[config.mk]
export PLATFORM = sky130hd
export DESIGN_NAME = rmf_mode_flag
export DESIGN_NICKNAME = d
export VERILOG_FILES = /design/src/shared/rmf_pkg.sv /design/src/verilog/rmf_mode_flag.sv /design/src/verilog/rmf_sync2.sv
export SDC_FILE = /design/constraint.sdc
export NUM_CORES = 1
export LEC_CHECK = 0
export BUFFER_PORTS_ARGS = -buffer_cell sky130_fd_sc_hd__buf_2
export CAP_MARGIN = 5
export CORE_MARGIN = 1
export CORE_UTILIZATION = 40
export DETAILED_ROUTE_END_ITERATION = 8
export PLACE_DENSITY = 0.64
export SLEW_MARGIN = 10
export SYNTH_ARGS = -nofsm -noshare
export SYNTH_HDL_FRONTEND = slang
export SYNTH_SLANG_ARGS = --single-unit
[constraint.sdc]
create_clock -name pclk -period 3.55 [get_ports pclk]
set_input_delay 0.71 -clock pclk [delete_from_list [all_inputs] [get_ports pclk]]
set_output_delay 0.71 -clock pclk [all_outputs]
set_load 0.01 [all_outputs]
[src/shared/rmf_pkg.sv]
// Constants, field layouts and carrier types for the mode code flag/shutdown interpreter.
// Assumes a 10 MHz pclk and 32-bit APB word registers at four times each register index.
package rmf_pkg;

  // ----------------------------------------------------------------
  // Register indices (byte address is four times the index)
  // ----------------------------------------------------------------
  localparam logic [7:0] RMF_IDX_CFG1 = 8'h01;      // Option and soft reset bits
  localparam logic [7:0] RMF_IDX_CFG2 = 8'h02;      // Shutdown scope select
  localparam logic [7:0] RMF_IDX_STBITS = 8'h06;    // Host status bits (terminal flag)
  localparam logic [7:0] RMF_IDX_IRQ_STAT = 8'h10;  // Sticky event bits, write one to clear
  localparam logic [7:0] RMF_IDX_IRQ_MASK = 8'h11;  // Enable per event bit
  localparam logic [7:0] RMF_IDX_LAST = 8'h12;      // Last descriptor and info words
  localparam logic [7:0] RMF_IDX_BITWORD = 8'h13;   // Built-in-test word (flag inhibit)
  localparam logic [7:0] RMF_IDX_BITREG = 8'h14;    // Bus shutdown bits
  localparam int RMF_ADDR_LSB = 2;                  // Word aligned byte addresses

  // ----------------------------------------------------------------
  // Field positions
  // ----------------------------------------------------------------
  localparam int RMF_CFG1_UMC_INV = 0;   // Undefined mode codes count as invalid
  localparam int RMF_CFG1_SOFT_RESET_BIT = 1;      // Soft reset, reads as zero
  localparam int RMF_CFG2_SHUTDOWN_SCOPE_SELECT = 0;     // 0: shut tx and rx, 1: tx only
  localparam int RMF_STB_TFLAG = 0;      // Host terminal flag request
  localparam int RMF_BITW_TFINH = 0;     // Terminal flag inhibit
  localparam int RMF_DESC_ACC = 4;       // Descriptor accessed bit
  localparam int RMF_DESC_BCST = 5;      // Broadcast flag
  localparam int RMF_DESC_PTR = 6;       // Buffer pointer bit
  localparam int RMF_INFO_BUS = 15;      // Receiving bus (1 = bus B)
  localparam int RMF_INFO_MESSAGE_FAULT_FLAG = 14;     // Message fault
  localparam int RMF_INFO_ILLEGAL_COMMAND_FLAG = 13;    // Illegal command
  localparam int RMF_INFO_TERMINAL_TO_TERMINAL_FLAG = 12;     // Terminal to terminal
  localparam int RMF_INFO_WCT = 11;      // Word count fault
  localparam int RMF_INFO_ERR_LSB = 8;   // Remaining error bits 10:8

  // ----------------------------------------------------------------
  // Mode codes and reset values
  // ----------------------------------------------------------------
  localparam logic [4:0] RMF_MC_OVR_SHUT = 5'h05;  // Override transmitter shutdown
  localparam logic [4:0] RMF_MC_INH_FLAG = 5'h06;  // Inhibit terminal flag
  localparam logic [4:0] RMF_MC_OVR_INH = 5'h07;   // Override flag inhibit
  localparam logic [4:0] RMF_MC_RT_RST = 5'h08;    // Remote terminal reset
  localparam logic [31:0] RMF_ZERO = 32'h0000_0000;
  localparam logic [3:0] RMF_IRQ_ZERO = 4'h0;
  localparam logic [15:0] RMF_W16_ZERO = 16'h0000;

  // Interrupt bit positions
  localparam int RMF_IRQ_WA = 0;   // Word access
  localparam int RMF_IRQ_BR = 1;   // Broadcast received
  localparam int RMF_IRQ_IL = 2;   // Illegal command
  localparam int RMF_IRQ_ME = 3;   // Message error

  // ----------------------------------------------------------------
  // Carrier types
  // ----------------------------------------------------------------
  typedef struct packed
  {
    logic valid_word;     // Command word passed validity checks
    logic tr;             // Transmit/receive bit
    logic broadcast_msg_flag;          // Broadcast address
    logic [4:0] mode;     // Mode code field
    logic bus_b;          // Received on bus B
    logic data_follows;   // Contiguous data word after mode command
    logic illegal;        // Illegalization table entry
    logic [15:0] desc;    // Current descriptor control word
    logic [15:0] desc_addr;  // RAM address of the descriptor
    logic [15:0] info_addr;  // RAM address of the message info word
  } rmf_cmd_type;

  typedef struct packed
  {
    logic me;      // Message error
    logic bcr;     // Broadcast command received
    logic tflag;   // Terminal flag
  } rmf_stat_type;

  typedef struct packed
  {
    logic tx_a;
    logic tx_b;
    logic rx_a;
    logic rx_b;
  } rmf_shut_type;

  typedef enum logic [2:0]
  {
    RMF_IDLE = 3'b000,
    RMF_WR_DESC = 3'b001,
    RMF_WR_INFO = 3'b010,
    RMF_REPORT = 3'b011
  } rmf_state_type;

endpackage

[src/verilog/rmf_mode_flag.sv]
// Mode code interpreter for terminal flag inhibit and transmitter shutdown override,
// with the exception handling shared by these commands, RAM bookkeeping and interrupts.
// Assumes decoded commands arrive as one-cycle pulses from the pclk-domain protocol engine.
//
// Implementation choices: the address map and the APB slave port.
`timescale 1ns/10ps
`default_nettype none
module rmf_mode_flag
  import rmf_pkg::*;
(
  // Clock and reset
  input wire logic pclk,
  input wire logic presetn,
  // APB slave
  input wire logic psel,
  input wire logic penable,
  input wire logic pwrite,
  input wire logic [31:0] paddr,
  input wire logic [31:0] pwdata,
  output logic [31:0] prdata,
  output logic pready,
  output logic pslverr,
  // Decoded command from the protocol engine
  input wire logic cmd_valid,
  input wire rmf_cmd_type cmd,
  // Shutdown request from the transmitter shutdown command logic
  input wire logic shut_req,
  input wire logic shut_bus_b,
  // Hardware transmit inhibit pins
  input wire logic bus_a_tx_inhibit_pin,
  input wire logic bus_b_tx_inhibit_pin,
  // Status response to the encoder
  output logic status_req,
  output rmf_stat_type status_word,
  // Shared RAM write port
  output logic ram_wr,
  output logic [15:0] ram_addr,
  output logic [15:0] ram_wdata,
  // Bus shutdown bits and interrupt
  output rmf_shut_type bus_shut,
  output logic irq
);

  // ----------------------------------------------------------------
  // Declarations
  // ----------------------------------------------------------------
  rmf_state_type state_r;            // Bookkeeping sequence
  rmf_cmd_type cmd_r;                // Captured command
  logic [15:0] desc_nxt;             // Descriptor word to write
  logic [15:0] info_nxt;             // Info word to write
  logic [15:0] desc_r;               // Held descriptor word
  logic [15:0] info_r;               // Held info word
  logic [3:0] ev_nxt;                // Events of the classified command
  logic [3:0] ev_r;                  // Events held until RAM is written
  logic me_r;                        // Message error status bit
  logic bcr_r;                       // Broadcast received status bit
  logic tf_inh_r;                    // Terminal flag inhibit
  logic host_tf_r;                   // Host terminal flag request
  logic umc_inv_r;                   // Undefined mode invalid option
  logic shutdown_scope_select_r;                     // Shutdown scope select
  logic soft_reset_bit_r;                      // Soft reset pulse
  rmf_shut_type shut_r;              // Commanded shutdown bits
  logic [3:0] irq_stat_r;            // Sticky interrupt events
  logic [3:0] irq_mask_r;            // Interrupt enables
  logic [1:0] inh_pins;              // Synchronised inhibit pins
  logic [7:0] idx;                   // Register index of access
  logic wr_en;                       // Write completes this edge
  logic [31:0] rd_data;              // Read mux
  logic rd_hit;                      // Index is mapped
  logic ignore;                      // Classification results
  logic rx_code;
  logic bad_data;
  logic do_inh;
  logic do_ovr_shut;
  logic do_ovr_inh;
  logic do_rt_rst;
  logic known_tx;
  logic accept;

  // ----------------------------------------------------------------
  // Functions
  // ----------------------------------------------------------------
  // Mode codes handled here
  function automatic logic is_ours(input logic [4:0] mc);
    is_ours = (mc == RMF_MC_OVR_SHUT) || (mc == RMF_MC_INH_FLAG) ||
              (mc == RMF_MC_OVR_INH) || (mc == RMF_MC_RT_RST);
  endfunction

  // Info word with bus bit and chosen error bits, others zero
  function automatic logic [15:0] info_word(input logic bus_b, input logic message_fault_flag,
                                            input logic illegal_command_flag, input logic wct);
    logic [15:0] w;
    w = RMF_W16_ZERO;
    w[RMF_INFO_BUS] = bus_b;
    w[RMF_INFO_MESSAGE_FAULT_FLAG] = message_fault_flag;
    w[RMF_INFO_ILLEGAL_COMMAND_FLAG] = illegal_command_flag;
    w[RMF_INFO_WCT] = wct;
    info_word = w;
  endfunction

  // ----------------------------------------------------------------
  // Pin synchroniser
  // ----------------------------------------------------------------
  rmf_sync2 #(
    .WIDTH(2)
  ) u_pin_sync (
    .pclk(pclk),
    .presetn(presetn),
    .async_in({bus_b_tx_inhibit_pin, bus_a_tx_inhibit_pin}),
    .sync_out(inh_pins)
  );

  // ----------------------------------------------------------------
  // Command classification
  // ----------------------------------------------------------------
  // Decide the case of an arriving command
  always_comb
  begin
    accept = cmd_valid && (state_r == RMF_IDLE) && is_ours(cmd.mode);
    ignore = !cmd.valid_word || (!cmd.tr && umc_inv_r);
    bad_data = !ignore && cmd.data_follows;
    rx_code = !ignore && !bad_data && !cmd.tr;
    known_tx = !ignore && !bad_data && cmd.tr;
    do_ovr_shut = known_tx && (cmd.mode == RMF_MC_OVR_SHUT);
    do_inh = known_tx && (cmd.mode == RMF_MC_INH_FLAG);
    do_ovr_inh = known_tx && (cmd.mode == RMF_MC_OVR_INH);
    do_rt_rst = known_tx && (cmd.mode == RMF_MC_RT_RST);
  end

  // Descriptor, info word and events per case
  always_comb
  begin
    desc_nxt = cmd.desc;
    desc_nxt[RMF_DESC_PTR] = !cmd.desc[RMF_DESC_PTR];
    desc_nxt[RMF_DESC_BCST] = cmd.broadcast_msg_flag;
    desc_nxt[RMF_DESC_ACC] = 1'b0;
    info_nxt = info_word(cmd.bus_b, 1'b0, 1'b0, 1'b0);
    ev_nxt = RMF_IRQ_ZERO;
    if (bad_data)
    begin
      desc_nxt[RMF_DESC_ACC] = 1'b1;
      desc_nxt[RMF_DESC_BCST] = 1'b0;
      info_nxt = info_word(cmd.bus_b, 1'b1, 1'b0, 1'b1);
      ev_nxt[RMF_IRQ_ME] = 1'b1;
      ev_nxt[RMF_IRQ_WA] = 1'b1;
    end
    else if (rx_code)
    begin
      desc_nxt[RMF_DESC_ACC] = 1'b1;
      ev_nxt[RMF_IRQ_WA] = 1'b1;
      ev_nxt[RMF_IRQ_BR] = cmd.broadcast_msg_flag;
      if (cmd.illegal)
      begin
        info_nxt = info_word(cmd.bus_b, 1'b1, 1'b1, 1'b0);
        ev_nxt[RMF_IRQ_IL] = 1'b1;
      end
    end
    else
    begin
      // Valid transmit commands: accessed bit cleared, normal info
      ev_nxt[RMF_IRQ_WA] = 1'b1;
      ev_nxt[RMF_IRQ_BR] = cmd.broadcast_msg_flag;
    end
  end

  // ----------------------------------------------------------------
  // Bookkeeping sequence
  // ----------------------------------------------------------------
  // Capture, write descriptor, write info, then report
  always_ff @(posedge pclk or negedge presetn)
  begin
    if (!presetn)
    begin
      state_r <= RMF_IDLE;
      cmd_r <= '0;
      desc_r <= RMF_W16_ZERO;
      info_r <= RMF_W16_ZERO;
      ev_r <= RMF_IRQ_ZERO;
    end
    else
    begin
      case (state_r)
        RMF_IDLE:
        begin
          // Ignored commands leave RAM untouched
          if (accept && !ignore)
          begin
            state_r <= RMF_WR_DESC;
            cmd_r <= cmd;
            desc_r <= desc_nxt;
            info_r <= info_nxt;
            ev_r <= ev_nxt;
          end
        end
        RMF_WR_DESC:
        begin
          state_r <= RMF_WR_INFO;
        end
        RMF_WR_INFO:
        begin
          state_r <= RMF_REPORT;
        end
        RMF_REPORT:
        begin
          state_r <= RMF_IDLE;
        end
        default:
        begin
          state_r <= RMF_IDLE;
        end
      endcase
    end
  end

  // RAM write port, one word per cycle
  always_ff @(posedge pclk or negedge presetn)
  begin
    if (!presetn)
    begin
      ram_wr <= 1'b0;
      ram_addr <= RMF_W16_ZERO;
      ram_wdata <= RMF_W16_ZERO;
    end
    else
    begin
      ram_wr <= 1'b0;
      if (state_r == RMF_WR_DESC)
      begin
        ram_wr <= 1'b1;
        ram_addr <= cmd_r.desc_addr;
        ram_wdata <= desc_r;
      end
      else if (state_r == RMF_WR_INFO)
      begin
        ram_wr <= 1'b1;
        ram_addr <= cmd_r.info_addr;
        ram_wdata <= info_r;
      end
    end
  end

  // ----------------------------------------------------------------
  // Status word and response
  // ----------------------------------------------------------------
  // Message error and broadcast received bits
  always_ff @(posedge pclk or negedge presetn)
  begin
    if (!presetn)
    begin
      me_r <= 1'b0;
      bcr_r <= 1'b0;
    end
    else if (soft_reset_bit_r || (accept && do_rt_rst))
    begin
      me_r <= 1'b0;
      bcr_r <= 1'b0;
    end
    else if (accept && !ignore)
    begin
      me_r <= bad_data || (rx_code && cmd.illegal);
      bcr_r <= cmd.broadcast_msg_flag && !bad_data;
    end
  end

  // Response request, suppressed on broadcast and data fault
  always_ff @(posedge pclk or negedge presetn)
  begin
    if (!presetn)
    begin
      status_req <= 1'b0;
    end
    else
    begin
      status_req <= accept && !ignore && !bad_data && !cmd.broadcast_msg_flag;
    end
  end

  // Status bits seen by the encoder
  always_ff @(posedge pclk or negedge presetn)
  begin
    if (!presetn)
    begin
      status_word <= '0;
    end
    else
    begin
      status_word.me <= me_r;
      status_word.bcr <= bcr_r;
      status_word.tflag <= host_tf_r && !tf_inh_r;
    end
  end

  // Terminal flag inhibit
  always_ff @(posedge pclk or negedge presetn)
  begin
    if (!presetn)
    begin
      tf_inh_r <= 1'b0;
    end
    else if (soft_reset_bit_r || (accept && (do_ovr_inh || do_rt_rst)))
    begin
      tf_inh_r <= 1'b0;
    end
    else if (accept && do_inh)
    begin
      tf_inh_r <= 1'b1;
    end
  end

  // ----------------------------------------------------------------
  // Bus shutdown
  // ----------------------------------------------------------------
  // Commanded shutdown bits
  always_ff @(posedge pclk or negedge presetn)
  begin
    if (!presetn)
    begin
      shut_r <= '0;
    end
    else if (soft_reset_bit_r || (accept && (do_ovr_shut || do_rt_rst)))
    begin
      shut_r <= '0;
    end
    else if (shut_req)
    begin
      shut_r.tx_a <= shut_r.tx_a || !shut_bus_b;
      shut_r.tx_b <= shut_r.tx_b || shut_bus_b;
      shut_r.rx_a <= shut_r.rx_a || (!shut_bus_b && !shutdown_scope_select_r);
      shut_r.rx_b <= shut_r.rx_b || (shut_bus_b && !shutdown_scope_select_r);
    end
  end

  // Effective shutdown, pins cannot be overridden
  always_ff @(posedge pclk or negedge presetn)
  begin
    if (!presetn)
    begin
      bus_shut <= '0;
    end
    else
    begin
      bus_shut.tx_a <= shut_r.tx_a || inh_pins[0];
      bus_shut.tx_b <= shut_r.tx_b || inh_pins[1];
      bus_shut.rx_a <= shut_r.rx_a;
      bus_shut.rx_b <= shut_r.rx_b;
    end
  end

  // ----------------------------------------------------------------
  // Interrupts
  // ----------------------------------------------------------------
  // Sticky events; a new event wins over a clear
  always_ff @(posedge pclk or negedge presetn)
  begin
    if (!presetn)
    begin
      irq_stat_r <= RMF_IRQ_ZERO;
    end
    else
    begin
      irq_stat_r <= (irq_stat_r & ~((wr_en && idx == RMF_IDX_IRQ_STAT) ? pwdata[3:0] : RMF_IRQ_ZERO))
                    | ((state_r == RMF_REPORT) ? ev_r : RMF_IRQ_ZERO);
    end
  end

  // Level interrupt output
  always_ff @(posedge pclk or negedge presetn)
  begin
    if (!presetn)
    begin
      irq <= 1'b0;
    end
    else
    begin
      irq <= |(irq_stat_r & irq_mask_r);
    end
  end

  // ----------------------------------------------------------------
  // APB slave
  // ----------------------------------------------------------------
  assign idx = paddr[RMF_ADDR_LSB +: 8];
  assign wr_en = psel && penable && pready && pwrite;

  // Read mux and address decode
  always_comb
  begin
    rd_data = RMF_ZERO;
    rd_hit = 1'b1;
    case (idx)
      RMF_IDX_CFG1: rd_data[RMF_CFG1_UMC_INV] = umc_inv_r;
      RMF_IDX_CFG2: rd_data[RMF_CFG2_SHUTDOWN_SCOPE_SELECT] = shutdown_scope_select_r;
      RMF_IDX_STBITS: rd_data[RMF_STB_TFLAG] = host_tf_r;
      RMF_IDX_IRQ_STAT: rd_data[3:0] = irq_stat_r;
      RMF_IDX_IRQ_MASK: rd_data[3:0] = irq_mask_r;
      RMF_IDX_LAST: rd_data = {info_r, desc_r};
      RMF_IDX_BITWORD: rd_data[RMF_BITW_TFINH] = tf_inh_r;
      RMF_IDX_BITREG: rd_data[3:0] = bus_shut;
      default: rd_hit = 1'b0;
    endcase
  end

  // No wait state: answer in the first access cycle
  always_ff @(posedge pclk or negedge presetn)
  begin
    if (!presetn)
    begin
      pready <= 1'b0;
      pslverr <= 1'b0;
      prdata <= RMF_ZERO;
    end
    else
    begin
      pready <= psel && !penable;
      pslverr <= psel && !penable && !rd_hit;
      prdata <= (psel && !penable && !pwrite) ? rd_data : RMF_ZERO;
    end
  end

  // Host writable configuration
  always_ff @(posedge pclk or negedge presetn)
  begin
    if (!presetn)
    begin
      umc_inv_r <= 1'b0;
      shutdown_scope_select_r <= 1'b0;
      host_tf_r <= 1'b0;
      irq_mask_r <= RMF_IRQ_ZERO;
      soft_reset_bit_r <= 1'b0;
    end
    else
    begin
      soft_reset_bit_r <= wr_en && (idx == RMF_IDX_CFG1) && pwdata[RMF_CFG1_SOFT_RESET_BIT];
      if (wr_en && (idx == RMF_IDX_CFG1))
        umc_inv_r <= pwdata[RMF_CFG1_UMC_INV];
      if (wr_en && (idx == RMF_IDX_CFG2))
        shutdown_scope_select_r <= pwdata[RMF_CFG2_SHUTDOWN_SCOPE_SELECT];
      if (wr_en && (idx == RMF_IDX_STBITS))
        host_tf_r <= pwdata[RMF_STB_TFLAG];
      if (wr_en && (idx == RMF_IDX_IRQ_MASK))
        irq_mask_r <= pwdata[3:0];
    end
  end

endmodule
`default_nettype wire

[src/verilog/rmf_sync2.sv]
// Two flip-flop level synchroniser for asynchronous pins.
// Assumes the inputs are quasi-static levels from outside the pclk domain.
`timescale 1ns/10ps
`default_nettype none
module rmf_sync2 #(
  parameter int WIDTH = 2
) (
  // Clock and reset
  input wire logic pclk,
  input wire logic presetn,
  // Levels
  input wire logic [WIDTH-1:0] async_in,
  output logic [WIDTH-1:0] sync_out
);

  logic [WIDTH-1:0] meta_r;  // First stage, read only by the second

  // Two stage capture
  always_ff @(posedge pclk or negedge presetn)
  begin
    if (!presetn)
    begin
      meta_r <= '0;
      sync_out <= '0;
    end
    else
    begin
      meta_r <= async_in;
      sync_out <= meta_r;
    end
  end

endmodule
`default_nettype wire

## Word level (Yosys, flattened, before mapping)

Index checks and enable logic that the tools add are counted.
W data, S select, Z words.

| storage, ports and cells | value |
|---|---|
| register bits | 170 |
| logic and storage cells | 160 |

| cells by class | value |
|---|---|
| bitwise operators | 4 |
| multiplexer cells | 33 |
| equality and inequality tests | 16 |
| reductions and logical operators | 71 |

Operators with widths:

| cell | number |
|---|---|
| $mux W16 | 4 |
| $mux W15 | 3 |
| $eq A8 B5 Y1 const B | 5 |
| $logic_and A1 B1 Y1 | 35 |
| $mux W32 | 1 |
| $mux W28 | 1 |
| $logic_or A1 B1 Y1 | 16 |
| $mux W4 | 4 |
| $eq A5 B3 Y1 const B | 3 |
| $mux W1 | 15 |
| $logic_not A1 Y1 | 12 |
| $pmux W3 S4 | 1 |
| $pmux W3 S3 | 1 |
| $and A4 B4 Y4 | 2 |
| $eq A8 B1 Y1 const B | 1 |
| $eq A8 B2 Y1 const B | 1 |
| $eq A8 B3 Y1 const B | 1 |
| $pmux W1 S8 | 1 |
| $reduce_bool A2 Y1 | 4 |
| $reduce_or A8 Y1 | 1 |
| $eq A3 B2 Y1 const B | 2 |
| $eq A5 B4 Y1 const B | 1 |
| $not A4 Y4 | 1 |
| $or A4 B4 Y4 | 1 |
| other kinds (7) | 7 |

## Depth between registers and ports, before layout

| depth | value |
|---|---|
| word-level depth | 13 |
| gate-level depth with buffers | 7 |
| mapped depth without buffers | 6 |

## Cells and area by module

Synthesis repeated with hierarchy kept, for this count alone.

| unflattened totals | value |
|---|---|
| cell total of the unflattened synthesis | 478 |
| area total of the unflattened synthesis | 5834.3 um^2 |

By module, submodules not included:

| module | cells each | area an instance (um^2) | seq. area each (um^2) | instances |
|---|---|---|---|---|
| rmf_mode_flag | 474 | 5734.2 | 3453.3 | 1 |
| rmf_sync2 | 4 | 100.1 | 100.1 | 1 |

## Worst setup path before layout

Ideal clock, no wire load.

| timing | value |
|---|---|
| kind | input to register |
| from | input paddr[7] |
| to | register irq_mask_r[0] |
| data required time | 3.422 ns |
| path slack | 1.398 ns |
| setup time | 0.128 ns |
| stages on the path | 3 |
| data arrival time | 2.025 ns |
| cells stage by stage | or4b_4 -> nor4_4 -> mux2_1 |

| on the way | value |
|---|---|
| longest elaborated chain between the ends | 2 |

Ends and longest elaborated chain:

| element | RTL line | text |
|---|---|---|
| from (decl) | rmf_mode_flag.sv:18 | `input wire logic [31:0] paddr,` |
| $eq A8 B5 Y1 | rmf_mode_flag.sv:440 | `if (wr_en && (idx == RMF_IDX_IRQ_MASK))` |
| $logic_and A1 B1 Y1 | rmf_mode_flag.sv:440 |  |
| to (signal assigned) | rmf_mode_flag.sv:441 | `irq_mask_r <= pwdata[3:0];` |
| to (decl) | rmf_mode_flag.sv:64 | `logic [3:0] irq_mask_r;` |

Every way passes these cells.
A chain may end at the register's enable or synchronous reset.

## Worst setup path after layout

| timing | value |
|---|---|
| from | register state_r[0] |
| to | register cmd_r[19] (netlist name) |

| on the way | value |
|---|---|
| longest elaborated chain between the ends | 5 |

Ends and longest elaborated chain:

| element | RTL line | text |
|---|---|---|
| from (decl) | rmf_mode_flag.sv:47 | `rmf_state_type state_r;` |
| from (signal assigned) | rmf_mode_flag.sv:174 | `state_r <= RMF_IDLE;` |
| from (signal assigned) | rmf_mode_flag.sv:188 | `state_r <= RMF_WR_DESC;` |
| from (signal assigned) | rmf_mode_flag.sv:197 | `state_r <= RMF_WR_INFO;` |
| $logic_not A3 Y1 * | rmf_mode_flag.sv:119, rmf_mode_flag.sv:182 |  |
| $logic_and A1 B1 Y1 (2 in series) | rmf_mode_flag.sv:119 | `accept = cmd_valid && (state_r == RMF_IDLE) && is_ours(cmd.mode);` |
| $logic_and A1 B1 Y1 | rmf_mode_flag.sv:186 | `if (accept && !ignore)` |
| $reduce_and A2 Y1 (no source line) * | -- |  |
| to (signal assigned) | rmf_mode_flag.sv:189 | `cmd_r <= cmd;` |
| to (decl) | rmf_mode_flag.sv:48 | `rmf_cmd_type cmd_r;` |

Every way passes the cells marked *; elsewhere a longest branch is shown, timed or not.

==> flow_metrics.py <==
metrics = {
    "sta": {
        "rsz0062_at_grt": "false",
        "max_clock_freq_mhz": 410,
        "hold_viol": 0,
        "timing.final.ws_setup_ns": 1.11,
        "setup-tns-final_ns": 0,
        "period_minus_slack_ns": 2.44,
        "finClkSkew_ns": 0.00553,
        "slew_viol_final": 0,
        "min_period_over_period": 0.687,
        "finalSetupViolCount": 0,
        "max-slew-margin-rel": 0.249,
        "tightestPinTransition_ns": 1.13,
    },
    "logic_synthesis": {
        "netlist-cell-type-count": 51,
        "synthFlopType": "dfrtp_1",
        "yosys_warnings": 0,
        "ys_seq_area_frac": 0.604,
        "synth_seq_cells": 142,
        "synth_edf_count": 0,
        "netlist_area_um2": 5890,
        "syn_avg_cell_area_um2": 12.5,
        "synth_cells": 471,
        "synthArstFlopShare": 1.00,
    },
    "cells_and_area": {
        "layout.nets": 754,
        "mostFrequentLayoutCells": "dfrtp_1 (142), buf_2 (141), mux2_2 (54)",
        "layout_commonest_cell": "dfrtp_1",
        "fillers": 1298,
        "synthToLayoutAreaGrowth_pct": 24.7,
        "multi_input_area_um2": 2150,
        "drive_gt1_frac": 0.390,
        "diodes": 0,
        "regArea_um2": 3550,
    },
    "critical_path": {
        "rr_startpoint": "state_r[0]",
        "cp.arrival_ns": 2.73,
        "r2r_cells": 7,
        "start_kind": "flip-flop",
        "ff2ff_setup_slack_ns": 1.11,
        "setup.worst_path.class": "flip-flop to flip-flop",
        "r2r_end": "cmd_r[19]",
        "crit_path_end_kind": "flip-flop",
        "required_ns": 3.85,
        "critPathMaxFanout": 32,
    },
    "job": {
        "maxCapViolations": 0,
    },
    "global_routing": {
        "grt_max_degree": 74,
        "grt-busiest-layer": "met2",
        "grt_usage": 0.182,
        "grt_pass1_vias": 4170,
        "antenna_found_initial": 0,
        "use_met3": 0.0411,
        "use_met2": 0.300,
        "grt_overflow": 0,
        "grt_first_pass_wirelength_mm": 20.7,
        "use_met1": 0.228,
    },
    "floorplanning": {
        "dieArea_um2": 15200,
        "initial_core_util": 0.418,
        "num_io_pins": 209,
        "fp.dieW_um": 123,
        "rows": 43,
        "die_y_um": 123,
        "core_um2": 14100,
    },
    "clock_network": {
        "ctsResizeCount": 0,
        "clk_latency_ns": 0.41,
        "path_clk_slew_ns": 0.06,
        "clock_path_buffers": 2,
        "tritoncts": "built",
        "cts-hold-fix-buffers": 0,
        "cts.htree.levels": 4,
        "cts_made_buffers": 17,
        "post_cts_buffers": 0,
        "cts_sinks": 142,
        "ctsRootBufferMaster": "clkbuf_16",
    },
    "drt": {
        "dr.pass1.iters": 4,
        "routed_wl_mm": 12.8,
        "drtAntennaViolNets": 0,
        "drtIter0Drc": 134,
        "vias_per_cell": 4.99,
        "routedWlPerCell_um": 15.9,
        "drc_errors": 0,
        "via_count": 4039,
    },
    "place": {
        "place_ws_ns": 0.838,
        "hpwl_mm": 9.01,
        "io_buffers": 142,
        "gp_congestion": 0.833,
    },
    "run_status": {
        "status": "complete, no violations",
    },
    "power": {
        "leakage_nw": 3.58,
        "peakVddDrop_uv": 337,
        "power_density_nw_per_um2": 768,
    },
    "hold_path": {
        "hp-class": "input pin to async pin",
    },
}
routing by layer:
metal	up-vias	wire [um]
li1	1906	-
met4	0	204
met1	2011	5600
met2	106	6460
met5	-	0
met3	16	575
power by group:
part / switching, W / internal [W]
Sequential: 0.000299 / 0.00213
Clock: 0.000660 / 0.00111
Combinational: 0.000788 / 0.000653
Total: 0.00175 / 0.00389
critical path, stage by stage (launching register included):
cell and delay [ns]:
dfrtp_1 0.41, inv_1 0.10, ha_2 0.22, nand4b_1 0.17
a21oi_1 0.37, nand2_2 0.42, buf_12 0.33, mux2_2 0.29
registers in the layout, indices dropped and copies added (netlist names), 16 cells and up:
name,count
desc_r,16
ram_addr,16
ram_wdata,16
cmd_r,32
prdata,20
kinds of logic after synthesis:
group,count (synthesis),share of synthesized area
simple gates,116,0.113
other cells,1,0.000637
buf+inv,46,0.0385
flops,142,0.604
compound gates,78,0.0799
fa+ha+maj,5,0.0102
mux,83,0.154
final cells by class:
cell class | count | share of cell area
Sequential cell | 142 | 0.484
Multi-Input combinational cell | 294 | 0.293
Timing Repair Buffer | 146 | 0.103
Clock buffer | 19 | 0.0603
Tap cell | 180 | 0.0307
Clock inverter | 12 | 0.0198
Inverter | 16 | 0.00818
per-stage QoR:
| step | cells | hold WS (ns) | power (W) | area [um2] | util |
|---|---|---|---|---|---|
| after floorplan | 482 | 0.331 | 0.00337 | 5930 | - |
| after global placement | 778 | 0.338 | 0.00383 | 6750 | 0.479 |
| after detailed placement | 778 | 0.337 | 0.00392 | 6750 | 0.479 |
| after CTS | 809 | 0.321 | 0.00572 | 7340 | 0.521 |
| after global routing | 809 | 0.348 | 0.00601 | 7340 | 0.521 |
| final | 809 | 0.297 | 0.00564 | 7340 | 0.521 |
worst max path at each step:
stage | startpoint | endpoint | slack, ns
2_1_floorplan | paddr[7] | irq_mask_r[0] | 1.40
3_3_place_gp | cmd[52] | cmd_r[15] | 0.90
3_5_place_dp | cmd[52] | desc_r[14] | 0.84
4_1_cts | state_r[0] | desc_r[1] | 1.07
5_1_grt | state_r[0] | cmd_r[19] | 0.87
6_report | state_r[0] | cmd_r[19] | 1.11
Yosys cell counts, types with 6 or more instances:
master / count / area (um2)
mux2_1: 7 / 78.8
clkbuf_1: 6 / 22.5
mux2_2: 54 / 608
a22o_1: 7 / 61.3
buf_4: 12 / 90.1
buf_2: 6 / 30.0
mux2i_1: 22 / 220
o21ai_0: 20 / 100
a21oi_1: 31 / 155
dfrtp_1: 142 / 3550
inv_1: 16 / 60.1
nor2b_1: 7 / 43.8
nor3_1: 6 / 30.0
nand2_1: 12 / 45.0
nor2_1: 30 / 113
nand2b_1: 8 / 50.1
and2_1: 16 / 100
nand3_1: 14 / 70.1
(Power assumes the default switching activity.)
